--- config.mk ---
export PLATFORM = sky130hd
export DESIGN_NAME = lpmc_top
export DESIGN_NICKNAME = d
export VERILOG_FILES = /design/src/hw/lpmc_pkg.sv /design/src/hw/lpmc_top.sv
export SDC_FILE = /design/constraint.sdc
export NUM_CORES = 1
export LEC_CHECK = 0
export BUFFER_PORTS_ARGS = -buffer_cell sky130_fd_sc_hd__buf_2
export CORE_MARGIN = 10
export CORE_UTILIZATION = 60
export CTS_CLUSTER_SIZE = 8
export DETAILED_ROUTE_END_ITERATION = 10
export PLACE_DENSITY = 0.8
export SLEW_MARGIN = 10
export SYNTH_ARGS = -nofsm -noshare
export SYNTH_HDL_FRONTEND = slang
export SYNTH_SLANG_ARGS = --single-unit
--- constraint.sdc ---
create_clock -name aclk -period 7 [get_ports aclk]
set_clock_uncertainty 0.2 [all_clocks]
set_input_delay 0.35 -clock aclk [delete_from_list [all_inputs] [get_ports aclk]]
set_output_delay 0.35 -clock aclk [all_outputs]
set_load 0.05 [all_outputs]
--- src/hw/lpmc_pkg.sv ---
// Package with register map, fields, states and timing for the mode control.
package lpmc_pkg;
  // ---------------------------------------------------------------------------
  // Register offsets (byte addresses)
  // ---------------------------------------------------------------------------
  localparam logic [7:0] LPMC_SUPPLY_CTRL_OFS = 8'h00;
  localparam logic [7:0] LPMC_MAIN_OSC_OFS = 8'h04;
  localparam logic [7:0] LPMC_FAST_STARTUP_OFS = 8'h08;
  localparam logic [7:0] LPMC_WAKE_ENABLE_OFS = 8'h0C;
  localparam logic [7:0] LPMC_CLOCK_CTRL_OFS = 8'h10;
  localparam logic [7:0] LPMC_STATUS_OFS = 8'h14;
  localparam logic [7:0] LPMC_CORE_CTRL_OFS = 8'h18;
  // ---------------------------------------------------------------------------
  // Field positions
  // ---------------------------------------------------------------------------
  localparam int LPMC_REG_OFF_BIT = 0;
  localparam int LPMC_CORE_REG_DIS_BIT = 1;
  localparam int LPMC_WAIT_REQ_BIT = 0;
  localparam int LPMC_FAST_RC_EN_BIT = 1;
  localparam int LPMC_LP_SELECT_BIT = 0;
  localparam int LPMC_FLASH_LP_LSB = 1;
  localparam int LPMC_FLASH_WS_LSB = 4;
  localparam int LPMC_WAKE_SUPPLY_BIT = 16;
  localparam int LPMC_WAKE_CAL_BIT = 17;
  localparam int LPMC_WAKE_TIMER_BIT = 18;
  localparam int LPMC_WAKE_USB_BIT = 19;
  localparam int LPMC_CLK_SRC_LSB = 0;
  localparam int LPMC_PERIPH_GATE_LSB = 8;
  localparam int LPMC_DEEP_SLEEP_BIT = 0;
  localparam int LPMC_CORE_SPARE_BIT = 1;
  // ---------------------------------------------------------------------------
  // Encodings and reset values
  // ---------------------------------------------------------------------------
  localparam logic [1:0] LPMC_SRC_FAST_RC = 2'h0;
  localparam logic [1:0] LPMC_SRC_CRYSTAL = 2'h1;
  localparam logic [1:0] LPMC_SRC_PLL = 2'h2;
  localparam logic [31:0] LPMC_CLOCK_CTRL_RST = 32'h0000FF00;
  localparam logic [31:0] LPMC_MAIN_OSC_RST = 32'h00000002;
  // ---------------------------------------------------------------------------
  // Timing
  // ---------------------------------------------------------------------------
  localparam int LPMC_CLK_MHZ = 250;
  localparam int LPMC_REG_START_US = 300;
  localparam int LPMC_REG_START_CYC = LPMC_REG_START_US * LPMC_CLK_MHZ;
  localparam int LPMC_DEBOUNCE_CYC = 4;
  typedef enum logic [2:0] {
    LPMC_ACTIVE, LPMC_SLEEP, LPMC_WAIT, LPMC_BACKUP, LPMC_WAKE_START
  } lpmc_state_e;
endpackage : lpmc_pkg

--- src/hw/lpmc_top.sv ---
// Low-power mode controller with AXI4-Lite register access.
`timescale 1ns/10ps
`default_nettype none
// Summary of operation
// - Active mode clocks core from fast RC, crystal or PLL; peripheral gates.
// - Backup entered only with deep-sleep flag and regulator-off request both 1.
// - Backup turns off regulators, transceiver and core supply; backup region runs.
// - Backup left on enabled wake pin transition, supply, calendar or timer alarm.
// - Every wake source has an enable; each part switched separately.
// - Any low-power mode turns the line transceiver off.
// - Wait stops core, peripheral and memory clocks, supplies stay on.
// - Wait entered with wait request, low-power select 1, flash field 00 or 01.
// - Wait wakes on fast pins, calendar, timer or USB resume without reset.
// - Sleep stops only the core clock; peripheral clocks may run.
// - Sleep entered on wait-for-interrupt with low-power select 0; interrupts wake.
// - After any wake the core runs from the fast RC oscillator.
// - Software may disable the core regulator independently of backup mode.
// - Leaving backup, core is held for at least 300 us of regulator start.
module lpmc_top #(
  parameter int WAKE_PINS = 16,
  parameter int REG_START_CYC = lpmc_pkg::LPMC_REG_START_CYC
) (
  // Clock and reset
  input wire logic aclk,
  input wire logic aresetn,
  // AXI4-Lite write address
  input wire logic [7:0] s_axi_awaddr,
  input wire logic s_axi_awvalid,
  output logic s_axi_awready,
  // AXI4-Lite write data
  input wire logic [31:0] s_axi_wdata,
  input wire logic [3:0] s_axi_wstrb,
  input wire logic s_axi_wvalid,
  output logic s_axi_wready,
  // AXI4-Lite write response
  output logic [1:0] s_axi_bresp,
  output logic s_axi_bvalid,
  input wire logic s_axi_bready,
  // AXI4-Lite read address
  input wire logic [7:0] s_axi_araddr,
  input wire logic s_axi_arvalid,
  output logic s_axi_arready,
  // AXI4-Lite read data
  output logic [31:0] s_axi_rdata,
  output logic [1:0] s_axi_rresp,
  output logic s_axi_rvalid,
  input wire logic s_axi_rready,
  // Processor events
  input wire logic wait_for_interrupt_instr,
  input wire logic irq_pending,
  // Wake events
  input wire logic [WAKE_PINS-1:0] wake_pins,
  input wire logic supply_monitor_alarm,
  input wire logic calendar_alarm,
  input wire logic real_time_timer_alarm,
  input wire logic usb_resume,
  // Clock and power controls
  output logic [1:0] core_clk_src,
  output logic core_clk_en,
  output logic [7:0] periph_clk_en,
  output logic mem_clk_en,
  output logic regulator_en,
  output logic core_supply_en,
  output logic transceiver_en,
  output logic core_reset,
  output logic [2:0] power_mode
);
  import lpmc_pkg::*;

  // ---------------------------------------------------------------------------
  // Register state
  // ---------------------------------------------------------------------------
  logic [31:0] supply_ctrl_reg, supply_ctrl_next;
  logic [31:0] main_osc_reg, main_osc_next;
  logic [31:0] fast_startup_reg, fast_startup_next;
  logic [31:0] wake_en_reg, wake_en_next;
  logic [31:0] clock_ctrl_reg, clock_ctrl_next;
  logic [31:0] core_ctrl_reg, core_ctrl_next;
  logic aw_hold_reg, aw_hold_next;
  logic w_hold_reg, w_hold_next;
  logic [7:0] awaddr_reg, awaddr_next;
  logic [31:0] wdata_reg, wdata_next;
  logic [3:0] wstrb_reg, wstrb_next;
  logic bvalid_reg, bvalid_next;
  logic [1:0] bresp_reg, bresp_next;
  logic rvalid_reg, rvalid_next;
  logic [1:0] rresp_reg, rresp_next;
  logic [31:0] rdata_reg, rdata_next;
  // Mode sequencer state.
  lpmc_state_e state_reg, state_next;
  logic [31:0] timer_reg, timer_next;
  logic [WAKE_PINS-1:0] pin_last_reg, pin_last_next;
  logic [WAKE_PINS-1:0] pin_stable_reg, pin_stable_next;
  logic [2:0] db_cnt_reg [WAKE_PINS];
  logic [2:0] db_cnt_next [WAKE_PINS];
  logic mclk_ready_reg, mclk_ready_next;
  logic [WAKE_PINS-1:0] pin_event;
  logic wake_backup, wake_wait, do_write;
  logic [1:0] flash_lp;
  logic [31:0] wmask, status_word;

  assign flash_lp = fast_startup_reg[LPMC_FLASH_LP_LSB +: 2];

  // ---------------------------------------------------------------------------
  // Wake pin debouncing
  // ---------------------------------------------------------------------------
  always_comb begin
    pin_last_next = wake_pins;
    pin_stable_next = pin_stable_reg;
    pin_event = '0;
    for (int i = 0; i < WAKE_PINS; i++) begin
      db_cnt_next[i] = db_cnt_reg[i];
      if (wake_pins[i] != pin_last_reg[i]) begin
        db_cnt_next[i] = 3'h0;
      end else if (wake_pins[i] != pin_stable_reg[i]) begin
        if (db_cnt_reg[i] == 3'(LPMC_DEBOUNCE_CYC - 1)) begin
          pin_stable_next[i] = wake_pins[i];
          pin_event[i] = 1'b1;
        end else begin
          db_cnt_next[i] = db_cnt_reg[i] + 3'h1;
        end
      end
    end
  end

  // Enabled wake sources, each gated by its own bit.
  always_comb begin
    wake_backup = |(pin_event & wake_en_reg[WAKE_PINS-1:0])
      | (supply_monitor_alarm & wake_en_reg[LPMC_WAKE_SUPPLY_BIT])
      | (calendar_alarm & wake_en_reg[LPMC_WAKE_CAL_BIT])
      | (real_time_timer_alarm & wake_en_reg[LPMC_WAKE_TIMER_BIT]);
    wake_wait = |(pin_event & wake_en_reg[WAKE_PINS-1:0])
      | (calendar_alarm & wake_en_reg[LPMC_WAKE_CAL_BIT])
      | (real_time_timer_alarm & wake_en_reg[LPMC_WAKE_TIMER_BIT])
      | (usb_resume & wake_en_reg[LPMC_WAKE_USB_BIT]);
  end

  // ---------------------------------------------------------------------------
  // Mode sequencer
  // ---------------------------------------------------------------------------
  always_comb begin
    state_next = state_reg;
    timer_next = timer_reg;
    mclk_ready_next = mclk_ready_reg;
    unique case (state_reg)
      LPMC_ACTIVE: begin
        mclk_ready_next = 1'b1;
        if (core_ctrl_reg[LPMC_DEEP_SLEEP_BIT] &&
            supply_ctrl_reg[LPMC_REG_OFF_BIT]) begin
          state_next = LPMC_BACKUP;
        end else if (main_osc_reg[LPMC_WAIT_REQ_BIT] &&
                     fast_startup_reg[LPMC_LP_SELECT_BIT] &&
                     !flash_lp[1]) begin
          state_next = LPMC_WAIT;
          mclk_ready_next = 1'b0;
        end else if (wait_for_interrupt_instr &&
                     !fast_startup_reg[LPMC_LP_SELECT_BIT]) begin
          state_next = LPMC_SLEEP;
        end
      end
      LPMC_SLEEP: begin
        if (irq_pending) begin
          state_next = LPMC_ACTIVE;
        end
      end
      LPMC_WAIT: begin
        if (wake_wait) begin
          state_next = LPMC_ACTIVE;
        end
      end
      LPMC_BACKUP: begin
        if (wake_backup) begin
          state_next = LPMC_WAKE_START;
          timer_next = '0;
        end
      end
      LPMC_WAKE_START: begin
        if (timer_reg == 32'(REG_START_CYC - 1)) begin
          state_next = LPMC_ACTIVE;
        end else begin
          timer_next = timer_reg + 32'h1;
        end
      end
      default: state_next = LPMC_ACTIVE;
    endcase
  end

  // ---------------------------------------------------------------------------
  // Register bus
  // ---------------------------------------------------------------------------
  assign s_axi_awready = !aw_hold_reg && !bvalid_reg;
  assign s_axi_wready = !w_hold_reg && !bvalid_reg;
  assign s_axi_arready = !rvalid_reg;
  assign s_axi_bvalid = bvalid_reg;
  assign s_axi_bresp = bresp_reg;
  assign s_axi_rvalid = rvalid_reg;
  assign s_axi_rresp = rresp_reg;
  assign s_axi_rdata = rdata_reg;

  always_comb begin
    status_word = '0;
    status_word[2:0] = state_reg;
    status_word[3] = mclk_ready_reg;
  end

  always_comb begin
    aw_hold_next = aw_hold_reg;
    w_hold_next = w_hold_reg;
    awaddr_next = awaddr_reg;
    wdata_next = wdata_reg;
    wstrb_next = wstrb_reg;
    bvalid_next = bvalid_reg;
    bresp_next = bresp_reg;
    rvalid_next = rvalid_reg;
    rresp_next = rresp_reg;
    rdata_next = rdata_reg;
    supply_ctrl_next = supply_ctrl_reg;
    main_osc_next = main_osc_reg;
    fast_startup_next = fast_startup_reg;
    wake_en_next = wake_en_reg;
    clock_ctrl_next = clock_ctrl_reg;
    core_ctrl_next = core_ctrl_reg;
    for (int b = 0; b < 4; b++) begin
      wmask[8*b +: 8] = {8{wstrb_reg[b]}};
    end
    if (s_axi_awvalid && s_axi_awready) begin
      aw_hold_next = 1'b1;
      awaddr_next = s_axi_awaddr;
    end
    if (s_axi_wvalid && s_axi_wready) begin
      w_hold_next = 1'b1;
      wdata_next = s_axi_wdata;
      wstrb_next = s_axi_wstrb;
    end
    do_write = aw_hold_reg && w_hold_reg;
    if (do_write) begin
      aw_hold_next = 1'b0;
      w_hold_next = 1'b0;
      bvalid_next = 1'b1;
      bresp_next = 2'h0;
      unique case ({awaddr_reg[7:2], 2'h0})
        LPMC_SUPPLY_CTRL_OFS: supply_ctrl_next =
          (supply_ctrl_reg & ~wmask) | (wdata_reg & wmask);
        LPMC_MAIN_OSC_OFS: main_osc_next =
          (main_osc_reg & ~wmask) | (wdata_reg & wmask);
        LPMC_FAST_STARTUP_OFS: fast_startup_next =
          (fast_startup_reg & ~wmask) | (wdata_reg & wmask);
        LPMC_WAKE_ENABLE_OFS: wake_en_next =
          (wake_en_reg & ~wmask) | (wdata_reg & wmask);
        LPMC_CLOCK_CTRL_OFS: clock_ctrl_next =
          (clock_ctrl_reg & ~wmask) | (wdata_reg & wmask);
        LPMC_CORE_CTRL_OFS: core_ctrl_next =
          (core_ctrl_reg & ~wmask) | (wdata_reg & wmask);
        LPMC_STATUS_OFS: bresp_next = 2'h0;
        default: bresp_next = 2'h2;
      endcase
    end
    if (bvalid_reg && s_axi_bready) begin
      bvalid_next = 1'b0;
    end
    // Hardware changes below win over a software write in the same cycle.
    if (state_reg == LPMC_ACTIVE && state_next != LPMC_ACTIVE) begin
      clock_ctrl_next[LPMC_CLK_SRC_LSB +: 2] = LPMC_SRC_FAST_RC;
      core_ctrl_next[LPMC_CORE_SPARE_BIT] = 1'b0;
    end
    if (state_next == LPMC_WAIT && state_reg != LPMC_WAIT) begin
      main_osc_next[LPMC_FAST_RC_EN_BIT] = 1'b0;
    end
    if (state_reg == LPMC_WAIT && state_next == LPMC_ACTIVE) begin
      main_osc_next[LPMC_WAIT_REQ_BIT] = 1'b0;
      main_osc_next[LPMC_FAST_RC_EN_BIT] = 1'b1;
    end
    if (state_reg == LPMC_WAKE_START && state_next == LPMC_ACTIVE) begin
      supply_ctrl_next[LPMC_REG_OFF_BIT] = 1'b0;
      core_ctrl_next[LPMC_DEEP_SLEEP_BIT] = 1'b0;
    end
    if (rvalid_reg && s_axi_rready) begin
      rvalid_next = 1'b0;
    end
    if (s_axi_arvalid && s_axi_arready) begin
      rvalid_next = 1'b1;
      rresp_next = 2'h0;
      unique case ({s_axi_araddr[7:2], 2'h0})
        LPMC_SUPPLY_CTRL_OFS: rdata_next = supply_ctrl_reg;
        LPMC_MAIN_OSC_OFS: rdata_next = main_osc_reg;
        LPMC_FAST_STARTUP_OFS: rdata_next = fast_startup_reg;
        LPMC_WAKE_ENABLE_OFS: rdata_next = wake_en_reg;
        LPMC_CLOCK_CTRL_OFS: rdata_next = clock_ctrl_reg;
        LPMC_STATUS_OFS: rdata_next = status_word;
        LPMC_CORE_CTRL_OFS: rdata_next = core_ctrl_reg;
        default: begin
          rdata_next = '0;
          rresp_next = 2'h2;
        end
      endcase
    end
  end

  always_ff @(posedge aclk) begin
    if (!aresetn) begin
      state_reg <= LPMC_ACTIVE;
      timer_reg <= '0;
      mclk_ready_reg <= 1'b1;
      pin_last_reg <= '0;
      pin_stable_reg <= '0;
      for (int i = 0; i < WAKE_PINS; i++) begin
        db_cnt_reg[i] <= 3'h0;
      end
      aw_hold_reg <= 1'b0;
      w_hold_reg <= 1'b0;
      awaddr_reg <= 8'h00;
      wdata_reg <= 32'h00000000;
      wstrb_reg <= 4'h0;
      bvalid_reg <= 1'b0;
      bresp_reg <= 2'h0;
      rvalid_reg <= 1'b0;
      rresp_reg <= 2'h0;
      rdata_reg <= 32'h00000000;
      supply_ctrl_reg <= 32'h00000000;
      main_osc_reg <= LPMC_MAIN_OSC_RST;
      fast_startup_reg <= 32'h00000000;
      wake_en_reg <= 32'h00000000;
      clock_ctrl_reg <= LPMC_CLOCK_CTRL_RST;
      core_ctrl_reg <= 32'h00000000;
    end else begin
      state_reg <= state_next;
      timer_reg <= timer_next;
      mclk_ready_reg <= mclk_ready_next;
      pin_last_reg <= pin_last_next;
      pin_stable_reg <= pin_stable_next;
      db_cnt_reg <= db_cnt_next;
      aw_hold_reg <= aw_hold_next;
      w_hold_reg <= w_hold_next;
      awaddr_reg <= awaddr_next;
      wdata_reg <= wdata_next;
      wstrb_reg <= wstrb_next;
      bvalid_reg <= bvalid_next;
      bresp_reg <= bresp_next;
      rvalid_reg <= rvalid_next;
      rresp_reg <= rresp_next;
      rdata_reg <= rdata_next;
      supply_ctrl_reg <= supply_ctrl_next;
      main_osc_reg <= main_osc_next;
      fast_startup_reg <= fast_startup_next;
      wake_en_reg <= wake_en_next;
      clock_ctrl_reg <= clock_ctrl_next;
      core_ctrl_reg <= core_ctrl_next;
    end
  end

  // ---------------------------------------------------------------------------
  // Power and clock outputs
  // ---------------------------------------------------------------------------
  always_comb begin
    core_clk_src = clock_ctrl_reg[LPMC_CLK_SRC_LSB +: 2];
    periph_clk_en = clock_ctrl_reg[LPMC_PERIPH_GATE_LSB +: 8];
    core_clk_en = (state_reg == LPMC_ACTIVE);
    mem_clk_en = (state_reg == LPMC_ACTIVE) || (state_reg == LPMC_SLEEP);
    if (state_reg == LPMC_WAIT || state_reg == LPMC_BACKUP ||
        state_reg == LPMC_WAKE_START) begin
      periph_clk_en = 8'h00;
      mem_clk_en = 1'b0;
    end
    regulator_en = (state_reg != LPMC_BACKUP) &&
      !supply_ctrl_reg[LPMC_CORE_REG_DIS_BIT];
    core_supply_en = (state_reg != LPMC_BACKUP);
    transceiver_en = (state_reg == LPMC_ACTIVE);
    core_reset = (state_reg == LPMC_BACKUP) ||
      (state_reg == LPMC_WAKE_START);
    power_mode = state_reg;
  end
endmodule : lpmc_top
`default_nettype wire

==> flow_metrics.tcl, run 1 <==
set metrics [dict create \
    status "finished, final reports clean" \
    tritoncts "built" \
    antenna_cells 0 \
    hold_path_class "input port to flip-flop" \
    synth_top_cell_area_share_pct 44.19 \
    rows 62 \
    min_period_ns 3.281 \
    synth_ff_type "dfxtp_1" \
    die_h_um 191.2 \
    p_leak_nw 7.930 \
    drt_iter0_drc 1266 \
    min_path_cells 3 \
    cp.required_ns 7.29 \
    pin_count 141 \
    cts_max_level 2 \
    dp.cells 2387 \
    ys_ff_latch 388 \
    hp-start "irq_pending" \
    cp-startpoint "db_cnt_reg[9]$_SDFFE_PP0P_" \
    die-area_sq_um 36540 \
    nets 2234 \
    via_count 14866 \
    grt_use_total_pct 24.32 \
    p_sw_mw 1.190 \
    final_cells 2506 \
    drtPass1Iterations 6 \
    maxCapViolCount 0 \
    seqPwrFrac_pct 46.7 \
    cp-start-kind "flip-flop" \
    drt.antenna.violating_nets 0 \
    hold_viol_final 0 \
    power.combinational.fraction_pct 7.9 \
    fin_ws_ns 3.719 \
    n_fill_cell 2124 \
    fp.coreArea_sq_um 28780 \
    ys_seq_area_share_pct 44.19 \
    crit-reg2reg-launch "db_cnt_reg[9]$_SDFFE_PP0P_" \
    post_cts_buffers 0 \
    drive_above_1_share_pct 12.58 \
    gr-total-overflow 0 \
    area_delta_synth_final_pct 16.52 \
    routabilityCongestion 0.8395 \
    wl_mm 45.09 \
    ir_worst_vdd_mv 0.2138 \
    avgSynthCellArea_sq_um 8.932 \
    holdWs_ns 0.02400 \
    yosys_warnings 0 \
    grt_pass1_vias 14838 \
    rrSetupSlack_ns 3.72 \
    grt_pass1_wl_mm 74.09 \
    wl_per_cell_um 17.99 \
    synthesis.area_sq_um 17580 \
    die_w_um 191.2 \
    clkLatencyLatePin_ns 0.56 \
    vias_per_cell 5.932 \
    io_buffers 134 \
    cts-root-buf "clkbuf_16" \
    tightest_slew_ns 1.055 \
    cts_sinks 388 \
    cts-resized-gates 0 \
    max_freq_mhz 304.8 \
    drc 0 \
    place_hpwl_mm 28.35 \
    critical_path.reg2reg.endpoint "timer_reg[26]$_SDFFE_PN0P_" \
    start_util_pct 61.08 \
    period_share_pct 46.88 \
    internal_power_mw 3.796 \
    cts_buffers 54 \
    whs_endpoint "power_mode[0]$_SDFF_PN0_" \
    synth.distinct_cells 67 \
    synth_edf_count 0 \
    rsz0062_at_grt "no" \
    antenna_found_initial 0 \
    setup_viol 0 \
    endpoint_kind "flip-flop" \
    r2r_cells 10 \
    max-slew-margin-rel_pct 29.64 \
    grt_max_degree 130 \
    cp_max_fo 33 \
    synth-async-reset-ratio_pct 0 \
    yosysMostFrequentCell "dfxtp_1" \
    finalSetupTns_ns 0 \
    swShare_pct 23.86 \
    drv_slew 0 \
    clkTransAtPathRegs_ns 0.05 \
    worstSetupPathType "flip-flop to flip-flop" \
    power.density_nw_per_um2 243.4 \
    dp_worst_setup_slack_ns 3.718 \
    clkPwrFrac_pct 45.4 \
    synthTopCellsByArea "dfxtp_1, a21boi_0, nand2_1" \
    synth_cells 1968 \
    cp.arrival_ns 3.57 \
    clk_path_buf_depth 3 \
    netlist_top_cells_count "dfxtp_1, nand2_1, nand3_1, a21boi_0, clkbuf_1" \
    synth_top_area_cell "dfxtp_1" \
]
==> cells by family after synthesis <==
| family | after synthesis | synth area share [%] |
|---|---|---|
| buffers and inverters | 166 | 3.716 |
| adders and majority gates | 33 | 2.349 |
| DFF | 388 | 44.19 |
| and+or+nand+nor | 816 | 22.24 |
| other | 1 | 0.02133 |
| xor gates and xnor gates | 52 | 2.591 |
| muxes | 98 | 7.801 |
| AOI/OAI and AO/OA | 414 | 17.09 |
==> worst max-delay path, stage by stage, from the launching register on <==
cell,delay [ns]
dfxtp_1,0.32
ha_1,0.21
ha_1,0.23
nand2_1,0.08
a21oi_1,0.04
a311oi_1,0.36
nand3_1,0.16
o21bai_2,0.34
and2_1,0.87
nand4b_1,0.23
mux2i_1,0.18
==> routing by layer <==
layer	up-vias	share of wire (%)	global-route usage, %	routed length [um]
li1	7171	-	-	-
met1	7013	41	30.64	18610
met2	583	48	40.79	21510
met3	99	8.4	4.993	3766
met4	0	2.7	8.113	1200
met5	-	0	0	0
==> area by class of cell <==
class	instances	area (sq um)	share of cell area, %
multi-input cells	1415	9209	44.96
well taps	384	480.5	2.346
inverters	46	172.7	0.8430
flip-flops and latches	388	7767	37.92
clock inverters	4	63.81	0.3115
repair buffers	215	1438	7.019
clock buffers	54	1351	6.597
==> how the worst max path moves through the flow <==
| stage | end | depth (start not counted) |
|---|---|---|
| 6_report | timer_reg[26]$_SDFFE_PN0P_ | 10 |
| 5_1_grt | timer_reg[22]$_SDFFE_PN0P_ | 10 |
| 4_1_cts | timer_reg[7]$_SDFFE_PN0P_ | 10 |
| 3_5_place_dp | timer_reg[7]$_SDFFE_PN0P_ | 9 |
| 3_3_place_gp | timer_reg[26]$_SDFFE_PN0P_ | 9 |
| 2_1_floorplan | timer_reg[16]$_SDFFE_PN0P_ | 7 |
==> timing repair <==
item	4_1_cts	5_1_grt
endpoints found under the hold margin	77	0
hold buffers	61	0
setup endpoints to repair	0	0
==> power by group through the flow <==
stage	combinational, mW	clock [mW]	sequential (mW)
2_1_floorplan	0.219	0	2.40
3_3_place_gp	0.354	0	2.36
3_5_place_dp	0.362	0	2.37
4_1_cts	0.392	2.29	2.33
5_1_grt	0.428	2.38	2.33
6_report	0.394	2.26	2.33
==> per-stage QoR <==
step,cell area [sq um],utilization [%],power [mW]
after global routing,20480,71.17,5.145
after floorplan,17580,-,2.616
after global placement,18460,64.13,2.718
final,20480,71.17,4.986
after CTS,20480,71.17,5.009
after detailed placement,18460,64.13,2.730
==> layout by cell type, fill, tap and decap left out, drive strengths merged, types with 9 or more instances in the layout <==
master	instances
dfxtp	388
nand2	354
nand3	203
a21boi	202
buf	154
nor2	87
mux2i	65
dlygate4sd3	61
clkbuf	54
xnor2	51
inv	48
nor2b	41
o21ai	40
a21oi	36
a22oi	34
ha	33
and2	33
mux4	31
o211a	29
a21o	22
a211oi	17
or3	15
nand2b	12
nor3b	11
a31oi	10
and3	10
nand4	9
Power figures use the tool's default switching activity.
==> inputs of run 2 (changes only) <==
CORE_UTILIZATION = 54   (was 60)
PLACE_DENSITY = 0.76   (was 0.8)
clock period = 2.7 ns   (was 7 ns; I/O delays follow)
==> run 2 against run 1 <==
  * Non-clock buffer count increased by 66
  * Highest routed layer unchanged
  * Sequential power increased to 2.6 times the previous value
  * Core utilization decreased by 4.9 points
  * Flip-flop and latch count unchanged
  * Via count increased by 2.9%
  * Cell count increased by 5.0%
  * Worst hold slack improved by 0.0033 ns
==> flow_metrics.tcl, run 2 (same netlist as run 1, synthesis figures left out) <==
set metrics [dict create \
    status "finished, final reports clean" \
    layout_common_cells "dfxtp_1, nand2_1, nand3_1, a21boi_0, buf_2" \
    rows 66 \
    final_common_cell "dfxtp_1" \
    clk_path_buf_depth 3 \
    clkPwrFrac_pct 45.1 \
    start_util_pct 54.44 \
    routabilityCongestion 0.8432 \
    wl_mm 47.81 \
    rsz0062_at_grt "yes" \
    cpMaxStageDelayCell "or4b_1" \
    hold_viol_final 0 \
    whs_endpoint "s_axi_rresp[1]$_SDFFE_PN0P_" \
    internal_power_mw 9.837 \
    grt_use_total_pct 22.99 \
    die_h_um 200.4 \
    critPathBufInv 0 \
    via_count 15293 \
    crit-reg2reg-launch "db_cnt_reg[3]$_SDFFE_PP0P_" \
    cts_buffers 54 \
    die_w_um 200.4 \
    final_util_pct 66.27 \
    pin_count 141 \
    holdWs_ns 0.02733 \
    cp_max_fo 4 \
    dp_worst_setup_slack_ns 0.03608 \
    final_cell_area_sq_um 21400 \
    drive_above_1_share_pct 15.03 \
    critical_path.reg2reg.endpoint "timer_reg[13]$_SDFFE_PN0P_" \
    finalSetupTns_ns 0 \
    grt_pass1_vias 15068 \
    antenna_found_initial 0 \
    hp-start "s_axi_araddr[6]" \
    final_cells 2631 \
    cts_max_level 2 \
    r2r_cells 10 \
    drt_iter0_drc 1296 \
    tightest_slew_ns 1.106 \
    crit_path_cell_trace "ha_1 -> ha_2 -> nand2_1 -> a21oi_1 -> a31oi_1 -> nand4_1 -> o21bai_2 -> nand2_2 -> or4b_1 -> nand2_1" \
    area_delta_synth_final_pct 21.72 \
    max-slew-margin-rel_pct 25.22 \
    min_path_cells 4 \
    gr-total-overflow 0 \
    max_freq_mhz 376.6 \
    clkTransAtPathRegs_ns 0.05 \
    worstSetupPathType "flip-flop to flip-flop" \
    drc 0 \
    clkLatencyLatePin_ns 0.59 \
    cp.arrival_ns 2.97 \
    drt.antenna.violating_nets 0 \
    period_share_pct 98.35 \
    cp.required_ns 3.01 \
    dp.cells 2483 \
    wl_per_cell_um 18.17 \
    cts_sinks 388 \
    crit_family "simple AND/OR/NAND/NOR gates" \
    max_stage_delay_ns 0.53 \
    nets 2300 \
    cp-start-kind "flip-flop" \
    placed_area_sq_um 18950 \
    endpoint_kind "flip-flop" \
    place_hpwl_mm 30.50 \
    tritoncts "built" \
    setup_viol 0 \
    p_leak_nw 8.302 \
    crit_cells 10 \
    die-area_sq_um 40170 \
    ir_worst_vdd_mv 0.4766 \
    drtPass1Iterations 6 \
    seqPwrFrac_pct 46.4 \
    cts-root-buf "clkbuf_16" \
    power.combinational.fraction_pct 8.5 \
    maxCapViolCount 0 \
    hold_path_class "input port to flip-flop" \
    grt_max_degree 121 \
    antenna_cells 0 \
    vias_per_cell 5.813 \
    grt_pass1_wl_mm 77.96 \
    fin_ws_ns 0.04448 \
    min_period_ns 2.656 \
    p_total_mw 13.04 \
    path_common_cell "nand2_1" \
    p_sw_mw 3.208 \
    drv_slew 0 \
    rrSetupSlack_ns 0.04 \
    power.density_nw_per_um2 609.7 \
    io_buffers 134 \
    fp.coreArea_sq_um 32290 \
    swShare_pct 24.59 \
]
## run 2: power by group through the flow
stage	clock network (mW)	logic (mW)	registers, mW
after global routing	6.21	1.20	6.06
final	5.88	1.12	6.05
after global placement	0	0.949	6.14
after CTS	5.95	1.09	6.04
after floorplan	0	0.568	6.21
after detailed placement	0	0.972	6.15
## run 2: area by class of cell
type / count / area, sq um
clock inverter: 4 / 60.06
tap: 442 / 553.0
timing repair buffer: 281 / 2197
fill: 2514 / 10890
clock buffer: 55 / 1355
sequential: 388 / 7771
inverter: 46 / 172.7
multi-input combinational: 1415 / 9288
## run 2: worst max-delay path by stage
stage,startpoint,to
after floorplan,power_mode[1]$_SDFF_PN0_,timer_reg[16]$_SDFFE_PN0P_
after global placement,db_cnt_reg[3]$_SDFFE_PP0P_,timer_reg[1]$_SDFFE_PN0P_
after detailed placement,db_cnt_reg[9]$_SDFFE_PP0P_,timer_reg[15]$_SDFFE_PN0P_
after CTS,db_cnt_reg[24]$_SDFFE_PP0P_,timer_reg[19]$_SDFFE_PN0P_
after global routing,db_cnt_reg[27]$_SDFFE_PP0P_,timer_reg[2]$_SDFFE_PN0P_
final,db_cnt_reg[3]$_SDFFE_PP0P_,timer_reg[13]$_SDFFE_PN0P_
## run 2: repair_timing
item / CTS / global route
setup endpoints to repair: 3 / 102
hold buffers: 84 / 1
endpoints found under the hold margin: 173 / 1
cloned: 0 / 2
setup buffers: 0 / 2
pin swaps: 1 / 4
resized for setup: 1 / 30
## run 2: tightest hold or removal path, stage by stage
cell	delay, ns
buf_2	0.07
or3_1	0.28
a31oi_1	0.12
a21oi_1	0.15
## run 2: metal layers
metal / up-vias / part of all wire (%) / GRT usage [%]
li1: 7305 / - / -
met1: 7353 / 42 / 29.48
met2: 549 / 47 / 37.59
met3: 86 / 7.9 / 5.325
met4: 0 / 2.3 / 7.384
met5: - / 0 / 0
